[src/shared/pmt_pkg.sv]
// pmt_pkg: register map, field layout, reset values and constants of the memory type lookup
package pmt_pkg;

  // ***************************************************************
  // sizes
  // ***************************************************************
  localparam int unsigned ADDR_W     = 32;
  localparam int unsigned TYPE_W     = 3;
  localparam int unsigned NUM_VAR    = 8;
  localparam int unsigned NUM_FIX    = 88;
  localparam int unsigned FIX_IDX_W  = 7;
  localparam int unsigned TLB_N      = 8;
  localparam int unsigned PAGE_W     = 20;

  // ***************************************************************
  // memory types
  // ***************************************************************
  typedef enum logic [2:0] {
    PMT_UNCACHEABLE = 3'h0,
    PMT_WCOMB       = 3'h1,
    PMT_WTHRU       = 3'h4,
    PMT_WPROT       = 3'h5,
    PMT_WBACK       = 3'h6
  } pmt_type_t;

  // ***************************************************************
  // fixed region bands
  // ***************************************************************
  localparam logic [31:0] FIX_BAND0_END = 32'h0007ffff;
  localparam logic [31:0] FIX_BAND1_END = 32'h000bffff;
  localparam logic [31:0] FIX_BAND2_END = 32'h000fffff;
  localparam int unsigned BAND0_SHIFT   = 16;
  localparam int unsigned BAND1_SHIFT   = 14;
  localparam int unsigned BAND2_SHIFT   = 12;
  localparam logic [6:0]  BAND1_BASE_IX = 7'h08;
  localparam logic [6:0]  BAND2_BASE_IX = 7'h18;
  localparam logic [31:0] LOW_MEG_END   = 32'h000fffff;
  localparam logic [31:0] LARGE_PG_MASK = 32'hffc00000;

  // ***************************************************************
  // register offsets (byte addresses)
  // ***************************************************************
  localparam logic [11:0] OFS_CAP       = 12'h000;
  localparam logic [11:0] OFS_DEF_TYPE  = 12'h004;
  localparam logic [11:0] OFS_CACHE_CTL = 12'h008;
  localparam logic [11:0] OFS_PTBASE    = 12'h00c;
  localparam logic [11:0] OFS_EXT_CTL   = 12'h010;
  localparam logic [11:0] OFS_STATUS    = 12'h014;
  localparam logic [11:0] OFS_FIX_IDX   = 12'h018;
  localparam logic [11:0] OFS_FIX_DATA  = 12'h01c;
  localparam logic [11:0] OFS_VAR_BASE  = 12'h100;
  localparam logic [11:0] OFS_VAR_MASK  = 12'h104;
  localparam logic [11:0] VAR_STRIDE    = 12'h008;

  // ***************************************************************
  // field positions
  // ***************************************************************
  localparam int unsigned CAP_VAR_CNT_LSB = 0;
  localparam int unsigned CAP_FIX_BIT     = 8;
  localparam int unsigned DEF_E_BIT       = 11;
  localparam int unsigned DEF_FIX_EN_BIT  = 10;
  localparam int unsigned CACHE_DIS_BIT   = 30;
  localparam int unsigned NOT_WTHRU_BIT   = 29;
  localparam int unsigned GPAGE_EN_BIT    = 7;
  localparam int unsigned MASK_V_BIT      = 11;

  // ***************************************************************
  // reset values
  // ***************************************************************
  localparam logic [31:0] DEF_TYPE_RST  = 32'h00000000;
  localparam logic [31:0] CACHE_CTL_RST = 32'h60000000;
  localparam logic [31:0] EXT_CTL_RST   = 32'h00000000;
  localparam logic [31:0] PTBASE_RST    = 32'h00000000;
  localparam logic [7:0]  VAR_CNT_VALUE = 8'h08;

endpackage : pmt_pkg

[src/verilog/pmt_fix_mem.sv]
// pmt_fix_mem: fixed-range type store with registered read port
`timescale 1ns/100ps
module pmt_fix_mem
  import pmt_pkg::*;
(
  input  wire logic                 core_clk,
  input  wire logic                 reset,
  input  wire logic                 wr_en,
  input  wire logic [FIX_IDX_W-1:0] wr_idx,
  input  wire logic [TYPE_W-1:0]    wr_data,
  input  wire logic [FIX_IDX_W-1:0] rd_idx,
  output logic      [TYPE_W-1:0]    rd_data
);

  logic [TYPE_W-1:0] mem_q [NUM_FIX];
  logic [TYPE_W-1:0] rd_data_d;

  always_comb begin
    rd_data_d = (32'(rd_idx) < NUM_FIX) ? mem_q[rd_idx] : PMT_UNCACHEABLE;
  end

  always_ff @(posedge core_clk) begin
    if (reset) begin
      rd_data <= PMT_UNCACHEABLE;
    end else begin
      rd_data <= rd_data_d;
    end
    if (wr_en && 32'(wr_idx) < NUM_FIX) begin
      mem_q[wr_idx] <= wr_data;
    end
  end

endmodule : pmt_fix_mem

[src/verilog/pmt_lookup.sv]
// pmt_lookup: physical address memory type resolution with APB registers and type TLB
`timescale 1ns/100ps
module pmt_lookup
  import pmt_pkg::*;
(
  input  wire logic              core_clk,
  input  wire logic              reset,
  input  wire logic              psel,
  input  wire logic              penable,
  input  wire logic              pwrite,
  input  wire logic [11:0]       paddr,
  input  wire logic [31:0]       pwdata,
  output logic                   pready,
  output logic      [31:0]       prdata,
  output logic                   pslverr,
  input  wire logic              lkp_req,
  input  wire logic [ADDR_W-1:0] lkp_addr,
  input  wire logic              lkp_large,
  output logic                   lkp_valid,
  output logic      [TYPE_W-1:0] lkp_type,
  output logic                   lkp_split,
  output logic                   lkp_hit,
  output logic                   cache_no_fill,
  output logic                   tlb_flush
);

  // ***************************************************************
  // functions
  // ***************************************************************
  function automatic logic [FIX_IDX_W-1:0] fix_index(input logic [ADDR_W-1:0] a);
    logic [31:0] ix;
    ix = 32'h0;
    if (a <= FIX_BAND0_END) begin
      ix = a >> BAND0_SHIFT;
    end else if (a <= FIX_BAND1_END) begin
      ix = 32'(BAND1_BASE_IX) + ((a - 32'h00080000) >> BAND1_SHIFT);
    end else begin
      ix = 32'(BAND2_BASE_IX) + ((a - 32'h000c0000) >> BAND2_SHIFT);
    end
    return ix[FIX_IDX_W-1:0];
  endfunction : fix_index

  function automatic logic var_match(input logic [ADDR_W-1:0] a, input logic [31:0] b,
                                     input logic [31:0] m);
    logic [31:0] mk;
    mk = {m[31:12], 12'h000};
    return m[MASK_V_BIT] && ((a & mk) == (b & mk));
  endfunction : var_match

  // ***************************************************************
  // registers
  // ***************************************************************
  typedef enum logic [1:0] {PMT_IDLE, PMT_FIX_RD, PMT_DONE} pmt_state_t;

  pmt_state_t        state_q, state_d;
  logic [31:0]       def_q, def_d, cc_q, cc_d, ext_q, ext_d, ptb_q, ptb_d;
  logic [6:0]        fidx_q, fidx_d;
  logic [31:0]       vbase_q [NUM_VAR];
  logic [31:0]       vmask_q [NUM_VAR];
  logic [31:0]       vbase_d [NUM_VAR];
  logic [31:0]       vmask_d [NUM_VAR];
  logic              pready_d, pslverr_d, flush_d, lv_d, split_d, hit_d;
  logic [31:0]       prdata_d;
  logic [TYPE_W-1:0] ltype_d;
  logic [ADDR_W-1:0] addr_q, addr_d;
  logic              large_q, large_d;
  logic [PAGE_W-1:0] tlb_tag_q [TLB_N];
  logic [TYPE_W-1:0] tlb_typ_q [TLB_N];
  logic [TLB_N-1:0]  tlb_v_q, tlb_v_d;
  logic [PAGE_W-1:0] tlb_tag_d [TLB_N];
  logic [TYPE_W-1:0] tlb_typ_d [TLB_N];
  logic [2:0]        tlb_ptr_q, tlb_ptr_d;
  logic [TYPE_W-1:0] fix_rd;
  logic              fix_we;
  logic [TYPE_W-1:0] var_type, low_type, res_type;
  logic              var_hit, fix_sel, apb_wr, fix_in_low;
  logic [3:0]        vi;
  logic [2:0]        hit_ix;
  logic              tlb_any;

  assign apb_wr = psel && penable && pwrite && pready;
  assign fix_we = apb_wr && paddr == OFS_FIX_DATA;

  pmt_fix_mem u_fix (
    .core_clk (core_clk),
    .reset    (reset),
    .wr_en    (fix_we),
    .wr_idx   (fidx_q),
    .wr_data  (pwdata[TYPE_W-1:0]),
    .rd_idx   ((state_q == PMT_IDLE) ? fix_index(lkp_addr) : fix_index(addr_q)),
    .rd_data  (fix_rd)
  );

  // ***************************************************************
  // variable range scan and resolution
  // ***************************************************************
  always_comb begin
    var_hit  = 1'b0;
    var_type = def_q[TYPE_W-1:0];
    for (int i = NUM_VAR - 1; i >= 0; i--) begin
      if (8'(i) < VAR_CNT_VALUE && var_match(addr_q, vbase_q[i], vmask_q[i])) begin
        var_hit  = 1'b1;
        var_type = vbase_q[i][TYPE_W-1:0];
      end
    end
    fix_sel  = def_q[DEF_FIX_EN_BIT] && (addr_q <= FIX_BAND2_END);
    fix_in_low = (addr_q & LARGE_PG_MASK) == 32'h0;
    low_type = var_hit ? var_type : def_q[TYPE_W-1:0];
    if (!def_q[DEF_E_BIT]) begin
      res_type = PMT_UNCACHEABLE;
    end else if (fix_sel) begin
      res_type = fix_rd;
    end else begin
      res_type = low_type;
    end
  end

  // ***************************************************************
  // tlb hit check
  // ***************************************************************
  always_comb begin
    tlb_any = 1'b0;
    hit_ix  = 3'h0;
    for (int i = 0; i < TLB_N; i++) begin
      if (tlb_v_q[i] && tlb_tag_q[i] == lkp_addr[ADDR_W-1:12]) begin
        tlb_any = 1'b1;
        hit_ix  = 3'(i);
      end
    end
  end

  // ***************************************************************
  // next state
  // ***************************************************************
  always_comb begin
    state_d   = state_q;
    def_d     = def_q;
    cc_d      = cc_q;
    ext_d     = ext_q;
    ptb_d     = ptb_q;
    fidx_d    = fidx_q;
    vbase_d   = vbase_q;
    vmask_d   = vmask_q;
    addr_d    = addr_q;
    large_d   = large_q;
    tlb_v_d   = tlb_v_q;
    tlb_tag_d = tlb_tag_q;
    tlb_typ_d = tlb_typ_q;
    tlb_ptr_d = tlb_ptr_q;
    flush_d   = 1'b0;
    lv_d      = 1'b0;
    ltype_d   = lkp_type;
    split_d   = lkp_split;
    hit_d     = lkp_hit;
    pready_d  = psel && !penable;
    pslverr_d = 1'b0;
    prdata_d  = 32'h0;
    vi        = 4'h0;
    // apb access phase lands on the cycle after setup
    if (psel && !penable) begin
      if (!pwrite) begin
        if (paddr == OFS_CAP) begin
          prdata_d = {23'h0, 1'b1, VAR_CNT_VALUE};
        end else if (paddr == OFS_DEF_TYPE) begin
          prdata_d = def_q;
        end else if (paddr == OFS_CACHE_CTL) begin
          prdata_d = cc_q;
        end else if (paddr == OFS_PTBASE) begin
          prdata_d = ptb_q;
        end else if (paddr == OFS_EXT_CTL) begin
          prdata_d = ext_q;
        end else if (paddr == OFS_STATUS) begin
          prdata_d = {28'h0, cache_no_fill, state_q != PMT_IDLE, |tlb_v_q, def_q[DEF_E_BIT]};
        end else if (paddr == OFS_FIX_IDX) begin
          prdata_d = {25'h0, fidx_q};
        end else if (paddr >= OFS_VAR_BASE && paddr < OFS_VAR_BASE + 12'h040) begin
          vi = 4'((paddr - OFS_VAR_BASE) >> 3);
          prdata_d = paddr[2] ? vmask_q[vi[2:0]] : vbase_q[vi[2:0]];
        end else begin
          pslverr_d = 1'b1;
        end
      end else begin
        pslverr_d = !(paddr <= OFS_FIX_DATA && paddr != OFS_CAP && paddr != OFS_STATUS)
                    && !(paddr >= OFS_VAR_BASE && paddr < OFS_VAR_BASE + 12'h040);
      end
      if (paddr[1:0] != 2'h0) begin
        pslverr_d = 1'b1;
      end
    end
    if (apb_wr && !pslverr) begin
      if (paddr == OFS_DEF_TYPE) begin
        def_d = pwdata & 32'h00000c07;
      end else if (paddr == OFS_CACHE_CTL) begin
        cc_d = pwdata;
      end else if (paddr == OFS_PTBASE) begin
        ptb_d   = pwdata;
        flush_d = 1'b1;
      end else if (paddr == OFS_EXT_CTL) begin
        ext_d = pwdata;
        if (ext_q[GPAGE_EN_BIT] && !pwdata[GPAGE_EN_BIT]) begin
          flush_d = 1'b1;
        end
      end else if (paddr == OFS_FIX_IDX) begin
        fidx_d = pwdata[6:0];
      end else if (paddr >= OFS_VAR_BASE) begin
        vi = 4'((paddr - OFS_VAR_BASE) >> 3);
        if (paddr[2]) begin
          vmask_d[vi[2:0]] = pwdata & 32'hfffff800;
        end else begin
          vbase_d[vi[2:0]] = pwdata & 32'hfffff007;
        end
      end
    end
    // lookup pipeline
    case (state_q)
      PMT_IDLE: begin
        if (lkp_req) begin
          addr_d  = lkp_addr;
          large_d = lkp_large;
          state_d = PMT_FIX_RD;
        end
      end
      PMT_FIX_RD: begin
        state_d = PMT_DONE;
      end
      PMT_DONE: begin
        // default and variable range registers are read live here; the fixed type comes from the u_fix read register loaded in PMT_FIX_RD
        lv_d    = 1'b1;
        ltype_d = res_type;
        hit_d   = 1'b0;
        // large page touching the low meg with a differing fixed type splits
        split_d = large_q && fix_in_low && fix_sel && (fix_rd != low_type);
        if (!large_q || split_d) begin
          tlb_tag_d[tlb_ptr_q] = addr_q[ADDR_W-1:12];
          tlb_typ_d[tlb_ptr_q] = res_type;
          tlb_v_d[tlb_ptr_q]   = 1'b1;
          tlb_ptr_d            = tlb_ptr_q + 3'h1;
        end
        state_d = PMT_IDLE;
      end
      default: state_d = PMT_IDLE;
    endcase
    // a cached page answers at once; typing changes require software flush
    if (state_q == PMT_IDLE && lkp_req && tlb_any && def_q[DEF_E_BIT] && !flush_d) begin
      lv_d    = 1'b1;
      ltype_d = tlb_typ_q[hit_ix];
      hit_d   = 1'b1;
      split_d = 1'b0;
      state_d = PMT_IDLE;
    end
    if (flush_d) begin
      tlb_v_d = '0;
    end
  end

  // ***************************************************************
  // state registers
  // ***************************************************************
  always_ff @(posedge core_clk) begin
    if (reset) begin
      state_q       <= PMT_IDLE;
      def_q         <= DEF_TYPE_RST;
      cc_q          <= CACHE_CTL_RST;
      ext_q         <= EXT_CTL_RST;
      ptb_q         <= PTBASE_RST;
      fidx_q        <= 7'h0;
      addr_q        <= 32'h0;
      large_q       <= 1'b0;
      tlb_v_q       <= '0;
      tlb_ptr_q     <= 3'h0;
      pready        <= 1'b0;
      prdata        <= 32'h0;
      pslverr       <= 1'b0;
      lkp_valid     <= 1'b0;
      lkp_type      <= PMT_UNCACHEABLE;
      lkp_split     <= 1'b0;
      lkp_hit       <= 1'b0;
      tlb_flush     <= 1'b0;
      cache_no_fill <= 1'b1;
      for (int i = 0; i < NUM_VAR; i++) begin
        vbase_q[i] <= 32'h0;
        vmask_q[i] <= 32'h0;
      end
      for (int i = 0; i < TLB_N; i++) begin
        tlb_tag_q[i] <= '0;
        tlb_typ_q[i] <= PMT_UNCACHEABLE;
      end
    end else begin
      state_q       <= state_d;
      def_q         <= def_d;
      cc_q          <= cc_d;
      ext_q         <= ext_d;
      ptb_q         <= ptb_d;
      fidx_q        <= fidx_d;
      addr_q        <= addr_d;
      large_q       <= large_d;
      tlb_v_q       <= tlb_v_d;
      tlb_ptr_q     <= tlb_ptr_d;
      tlb_tag_q     <= tlb_tag_d;
      tlb_typ_q     <= tlb_typ_d;
      vbase_q       <= vbase_d;
      vmask_q       <= vmask_d;
      pready        <= pready_d;
      prdata        <= prdata_d;
      pslverr       <= pslverr_d;
      lkp_valid     <= lv_d;
      lkp_type      <= ltype_d;
      lkp_split     <= split_d;
      lkp_hit       <= hit_d;
      tlb_flush     <= flush_d;
      cache_no_fill <= cc_d[CACHE_DIS_BIT];
    end
  end

endmodule : pmt_lookup

[config.mk]
export PLATFORM = sky130hd
export DESIGN_NAME = pmt_lookup
export DESIGN_NICKNAME = d
export VERILOG_FILES = /design/src/shared/pmt_pkg.sv /design/src/verilog/pmt_fix_mem.sv /design/src/verilog/pmt_lookup.sv
export SDC_FILE = /design/constraint.sdc
export NUM_CORES = 2
export LEC_CHECK = 0
export BUFFER_PORTS_ARGS = -buffer_cell sky130_fd_sc_hd__buf_2
export CAP_MARGIN = 10
export CORE_AREA = 2 2 339 341
export CTS_CLUSTER_DIAMETER = 120
export DETAILED_ROUTE_END_ITERATION = 7
export DIE_AREA = 0 0 341 343
export HOLD_SLACK_MARGIN = 0.1
export SYNTH_ARGS = -nofsm -noshare
export SYNTH_HDL_FRONTEND = slang
export SYNTH_SLANG_ARGS = --single-unit
export TNS_END_PERCENT = 1
[constraint.sdc]
create_clock -name core_clk -period 4.4 [get_ports core_clk]
set_clock_uncertainty 0.2 [all_clocks]
set_input_delay 0.88 -clock core_clk [delete_from_list [all_inputs] [get_ports core_clk]]
set_output_delay 0.88 -clock core_clk [all_outputs]
set_load 0.01 [all_outputs]
=== Word-level counts from Yosys, hierarchy flattened ===
Memory sizes are Yosys's and may differ from the RTL's. A register that Yosys moved wholly into a read port is not among the register bits.
Cells that the tools add are included.

* Memories kept: 1
* Memory bits (writable): 264
* Bits of input ports: 83
* Register bits: 891
* Output and inout bits: 42

* $lt $le $gt $ge: 17
* Equality and inequality tests: 28
* Bitwise gates (word level): 28
* Reduce and logical (&&, ||, !) cells: 70
* Add/subtract/negate cells: 10
* Muxes and demuxes: 95

{| class="wikitable"
|+ Memory list
! memory !! words !! bits a word !! rd ports !! clocked after memory_dff !! wr ports !! line !! text
|-
| u_fix.mem_q || 88 || 3 || 1 || 1 || 1 || pmt_fix_mem.sv:15 || <nowiki>logic [TYPE_W-1:0] mem_q [NUM_FIX];</nowiki>
|}

{| class="wikitable"
|+ Operators by type and width
! kind !! number
|-
| AND 32 bit || 16
|-
| bitwise mux 256 bit || 2
|-
| 2-to-1 mux 32 bit || 13
|-
| == test 32 bit || 8
|-
| binary-select mux 32 bit (select 3 bit) || 2
|-
| bitwise mux 160 bit || 1
|-
| == test 20 bit || 8
|-
| demux 32 bit (select 3 bit) || 1
|-
| <= comparator 32 x 20 -> 1 bit, second input constant || 3
|-
| 2-to-1 mux 3 bit || 22
|-
| <= comparator 32 x 19 -> 1 bit, second input constant || 2
|-
| demux 20 bit (select 3 bit) || 1
|-
| == test 12 x 5 -> 1 bit, second input constant || 4
|-
| subtractor 21 x 20 -> 21 bit, second input constant || 2
|-
| 2-to-1 mux 1 bit || 40
|-
| logical AND 1 bit || 39
|-
| subtractor 19 bit, second input constant || 2
|-
| 2-to-1 mux 7 bit || 5
|-
| zero test 32 bit || 1
|-
| bitwise mux 24 bit || 1
|-
| == test 12 x 4 -> 1 bit, second input constant || 2
|-
| 2-to-1 mux 20 bit || 1
|-
| AND reduction 8 bit || 2
|-
| adder 4 x 7 -> 7 bit, first input constant || 2
|-
| other kinds (41) || 68
|}

=== Depth between registers and ports, before layout ===
* Depth in word-level cells: 16
* Gate-level depth with buffers: 16
* Mapped depth without buffers: 11

=== By module ===
A second synthesis with hierarchy kept.

* Cells, all modules: 4909
* Area, all modules: 45877.8 um^2

{| class="wikitable"
|+ By module, submodules not included
! module !! cells each !! area an instance (um^2) !! sequential area each (um^2) !! instances
|-
| pmt_lookup || 4322 || 35064.9 || 14393.8 || 1
|-
| pmt_fix_mem || 587 || 10812.9 || 7987.7 || 1
|}

=== Least setup slack after synthesis ===
Ideal clock, no wire load.

* Path type: input to register
* From: in lkp_addr[23]
* To: reg u_fix.rd_data[1] (read register of u_fix.mem_q)
* Data required time: 4.077 ns
* Stages: 14
* Slack: 0.189 ns
* Library setup time: 0.123 ns
* Arrival: 3.887 ns
* Cells stage by stage: clkbuf_1 nor4_1 and3_1 clkbuf_1 a221oi_1 a21oi_1 buf_2 buf_2 buf_2 mux4_2 mux2i_1 o221ai_1 a32oi_1 o21ai_0

* Word-level cells in the longest chain between the ends: 7
* Elaborated cells between the ends (all ways): 8
* Classes of those cells: 3 x order compare; 3 x mux; 1 x bitwise; 1 x reduce/logical

{| class="wikitable"
|+ Ends and longest elaborated chain
! what !! line !! text
|-
| start: declaration || pmt_lookup.sv:17 || <nowiki>input wire logic [ADDR_W-1:0] lkp_addr,</nowiki>
|-
| <= comparator 32 x 20 -> 1 bit || pmt_lookup.sv:35 || <nowiki>end else if (a <= FIX_BAND1_END) begin</nowiki>
|-
| 2-to-1 mux 7 bit || pmt_lookup.sv:35 ||
|-
| 2-to-1 mux 7 bit * || pmt_lookup.sv:33 || <nowiki>if (a <= FIX_BAND0_END) begin</nowiki>
|-
| 2-to-1 mux 7 bit * || pmt_lookup.sv:90 || <nowiki>.rd_idx ((state_q == PMT_IDLE) ? fix_index(lkp_addr) : fix_index(addr_q)),</nowiki>
|-
| less-than comparator 7 bit || pmt_fix_mem.sv:19 || <nowiki>rd_data_d = (32'(rd_idx) < NUM_FIX) ? mem_q[rd_idx] : PMT_UNCACHEABLE;</nowiki>
|-
| inverter 1 bit (no source line) || -- ||
|-
| OR reduction 2 bit (no source line) || -- ||
|-
| end: declaration || pmt_fix_mem.sv:12 || <nowiki>output logic [TYPE_W-1:0] rd_data</nowiki>
|}

Mark *: on every way between the ends. The rest lies on a longest branch, timed or not.
A chain may end at the register's enable or synchronous reset.

=== Worst setup path after layout ===
* From: reg addr_q[22]
* To: reg tlb_tag_q[99] in the netlist's numbering

* Word-level cells in the longest chain between the ends: 16
* Elaborated cells between the ends (all ways): 50
* Classes of those cells: 1 x order compare; 9 x eq/ne; 17 x mux; 8 x bitwise; 15 x reduce/logical

{| class="wikitable"
|+ Ends and longest elaborated chain
! what !! line !! text
|-
| start: declaration || pmt_lookup.sv:65 || <nowiki>logic [ADDR_W-1:0] addr_q, addr_d;</nowiki>
|-
| start signal: assignment || pmt_lookup.sv:295 || <nowiki>addr_q <= addr_d;</nowiki>
|-
| AND 32 bit || pmt_lookup.sv:47 || <nowiki>return m[MASK_V_BIT] && ((a & mk) == (b & mk));</nowiki>
|-
| == test 32 bit || pmt_lookup.sv:47 ||
|-
| logical AND 1 bit || pmt_lookup.sv:47 ||
|-
| 2-to-1 mux 3 bit / 2-to-1 mux 1 bit (equally long branches) (8 in a row) || pmt_lookup.sv:101 || <nowiki>if (8'(i) < VAR_CNT_VALUE && var_match(addr_q, vbase_q[i], vmask_q[i])) begin</nowiki>
|-
| 2-to-1 mux 3 bit || pmt_lookup.sv:108 || <nowiki>low_type = var_hit ? var_type : def_q[TYPE_W-1:0];</nowiki>
|-
| != test 3 bit || pmt_lookup.sv:232 || <nowiki>split_d = large_q && fix_in_low && fix_sel && (fix_rd != low_type);</nowiki>
|-
| logical AND 1 bit * || pmt_lookup.sv:232 ||
|-
| logical OR 1 bit * || pmt_lookup.sv:233 || <nowiki>if (!large_q || split_d) begin</nowiki>
|-
| AND reduction 2 bit (no source line) * || -- ||
|-
| end signal: assignment || pmt_lookup.sv:299 || <nowiki>tlb_tag_q <= tlb_tag_d;</nowiki>
|-
| end: declaration || pmt_lookup.sv:67 || <nowiki>logic [PAGE_W-1:0] tlb_tag_q [TLB_N];</nowiki>
|}

Marked as above.

==> impl_metrics.tcl <==
set metrics [dict create \
    status "complete, but fails checks" \
    violations "DRC, setup timing" \
    min_period_ps 4430 \
    stdcell_count 6679 \
    worst_slew_pin_slew_ps 1100 \
    row_count 124 \
    dpl_cell_area_mm2 0.0498 \
    wl_per_cell_um 25.1 \
    ys_warn_count 0 \
    required_ps 4840 \
    synthCells 4922 \
    yosys.cell_types.count 81 \
    finalWeightedCongestion 0.994 \
    ff2ff_setup_slack_ps -30 \
    final_common_cell "nand2_1" \
    synth_top_area_share_pct 31.4 \
    drt_pass1_iterations 8 \
    total_power_w 0.0203 \
    dr_total_vias 38800 \
    slew-limit-headroom_pct 26.6 \
    numPortBuffers 112 \
    cp_max_fo 6 \
    start_util_pct 40.6 \
    endpoint_kind "flop" \
    final_area_mm2 0.0537 \
    setup-violations-final 5 \
    insertion_delay_ps 720 \
    cts-root-buf "clkbuf_16" \
    syn-cell-area_mm2 0.0461 \
    vdd_drop_max_uv 387 \
    post_drt_via_cell_ratio 5.80 \
    yosysTopAreaCell "dfxtp_1" \
    synth_seq_cells 986 \
    grt_usage_pct 27.8 \
    yosys-top-cells-area "dfxtp_1 31%, edfxtp_1 17%, nand2_1 8.8%" \
    cts.sinks 986 \
    cts_buffers 104 \
    arrival_ps 4870 \
    ys_async_sr_fraction_pct 0 \
    cts.clk_slew.worst_paths_ps 60 \
    gr-total-overflow 0 \
    core-area_mm2 0.113 \
    worstSetupPathType "reg2reg" \
    grt_pass1_wl_mm 244 \
    synth_edf_count 264 \
    cp-start-kind "flop" \
    ant_nets 0 \
    synth-seq-area-share_pct 48.6 \
    drc 6 \
    finalNetCount 5166 \
    grt_setup_unrepaired "yes" \
    hold_depth 2 \
    dp_cells 6471 \
    dp_hpwl_mm 115 \
    final_cell_mix "1079 x nand2_1, 707 x dfxtp_1, 552 x a21oi_1" \
    avgSynthCellArea_um2 9.36 \
    die_area_mm2 0.117 \
    hold-path-endpoint "pready" \
    timing.final.crit_share_pct 101 \
    leakage_nw 20.1 \
    hold_viol_final 0 \
    ios 125 \
    cts_tree "built" \
    setup_tns_ps -119 \
    fp.dieH_um 343 \
    clockBufferDepth 3 \
    drv_slew 0 \
    worst_slack_ps -31.9 \
    rr_startpoint "addr_q[22]" \
    htreeDepth 3 \
    cp-startpoint "addr_q[22]" \
    holdCritPathClass "in2reg" \
    whs_ps 199 \
    hp-start "penable" \
    cts_hold_buf 0 \
    layout-drive-gt1-share_pct 15.9 \
    r2r_cells 21 \
    wl_mm 168 \
    grt_antenna_before_repair 7 \
    drt-initial-drc-count 4593 \
    cap_violations 0 \
    synth_fp_nets 5010 \
    maxClockFrequency_mhz 226 \
    synthToLayoutAreaGrowth_pct 16.6 \
    die_w_um 341 \
    first_global_vias 36700 \
    timing.rr.end "tlb_tag_q[99]" \
    grt_max_degree 188 \
    ys.flop_type "dfxtp_1" \
    p_per_area_mw_per_mm2 378 \
]
layer usage:
metal	GRT usage (%)	vias up	wire [µm]
met5	0	-	27
met4	11.3	4	6880
met3	5.72	350	16300
met2	42.8	1941	73800
met1	38.2	19000	70600
li1	-	17400	-
registers in the layout, indices dropped and copies added, names as in the netlist:
name and flops:
vbase_q 184, prdata 32, lkp_valid 1, cc_q 32, large_q 1, lkp_hit 1, pslverr 1, tlb_flush 1
tlb_ptr_q 3, fidx_q 7, def_q 5, lkp_type 3, pready 1, state_q 2, tlb_v_q 8, ptb_q 32
u_fix.rd_data 3, lkp_split 1, u_fix.mem_q 264, tlb_tag_q 160, vmask_q 168, tlb_typ_q 24, addr_q 20, ext_q 32
synthesized netlist by cell type (69+ instances only):
cell	instances
o21ai_0	86
nand2b_1	219
clkbuf_1	310
xnor2_1	109
edfxtp_1	264
a22oi_1	69
nand2_1	1079
a21oi_1	555
xor2_1	217
mux4_2	85
dfxtp_1	722
mux2i_1	269
nor2_1	207
report_power, final:
part / switching (W) / leakage (nW) / total [W] / internal (W)
Clock: 0.00395 / 1.74 / 0.00918 / 0.00523
Combinational: 0.00111 / 10.2 / 0.00175 / 0.000638
Sequential: 0.0000438 / 8.20 / 0.00937 / 0.00933
logic make-up after synthesis:
family	count (synthesis)	share of synthesized area, %
AO/OA/AOI/OAI	954	12.6
XOR/XNOR	326	6.20
adder cells (fa/ha/maj)	5	0.136
buffers and inverters	448	4.11
flip-flops	986	48.6
multiplexers	396	11.0
AND/OR/NAND/NOR	1807	17.4
metrics by stage:
stage,setup slack [ps],utilization [%]
after floorplan,189,-
after global placement,-35.3,43.9
after detailed placement,-118,43.9
after CTS,0.839,47.3
after global routing,-120,47.4
final,-31.9,47.4
cell type report:
cell class              instances  area, µm²
multi-input cells            3488      22000
well taps                    1512       1890
repair buffers                457       3700
fillers                     10600      59700
inverters                      41        154
clock buffers                 143       2930
clock inverters                49        628
flip-flops and latches        986      22400
diodes                          3       7.51
worst max-delay path, cell delays in order, from the launching register on:
cell       delay (ps)
dfxtp_4           380
buf_8             140
buf_12            130
buf_4             130
xor2_1            150
a22oi_1           250
nand4_1           280
nor3_1            320
buf_4             210
a211o_1           110
nor4_1             50
buf_4             150
nor3_1            190
buf_4             160
mux2i_1           100
o31a_1            360
buf_12            150
buf_4             150
o21ai_4           190
buf_12            150
bufbuf_16         260
mux2i_1           170
how the worst max path moves through the flow:
stage	to	slack, ps	depth (start not counted)
4_1_cts	tlb_tag_q[99]	0.8	16
3_5_place_dp	tlb_tag_q[95]	-120	16
2_1_floorplan	u_fix.rd_data[1]	190	14
5_1_grt	tlb_tag_q[82]	-120	16
6_report	tlb_tag_q[99]	-30	21
3_3_place_gp	tlb_tag_q[18]	-40	15
what timing repair did:
item | CTS | global route
buffers inserted | 12 | 1
setup endpoints to repair | 178 | 190
gates cloned | 2 | 0
resized for setup | 34 | 11
pin swaps | 20 | 9
Note: power is estimated with default switching activity, not from simulation.
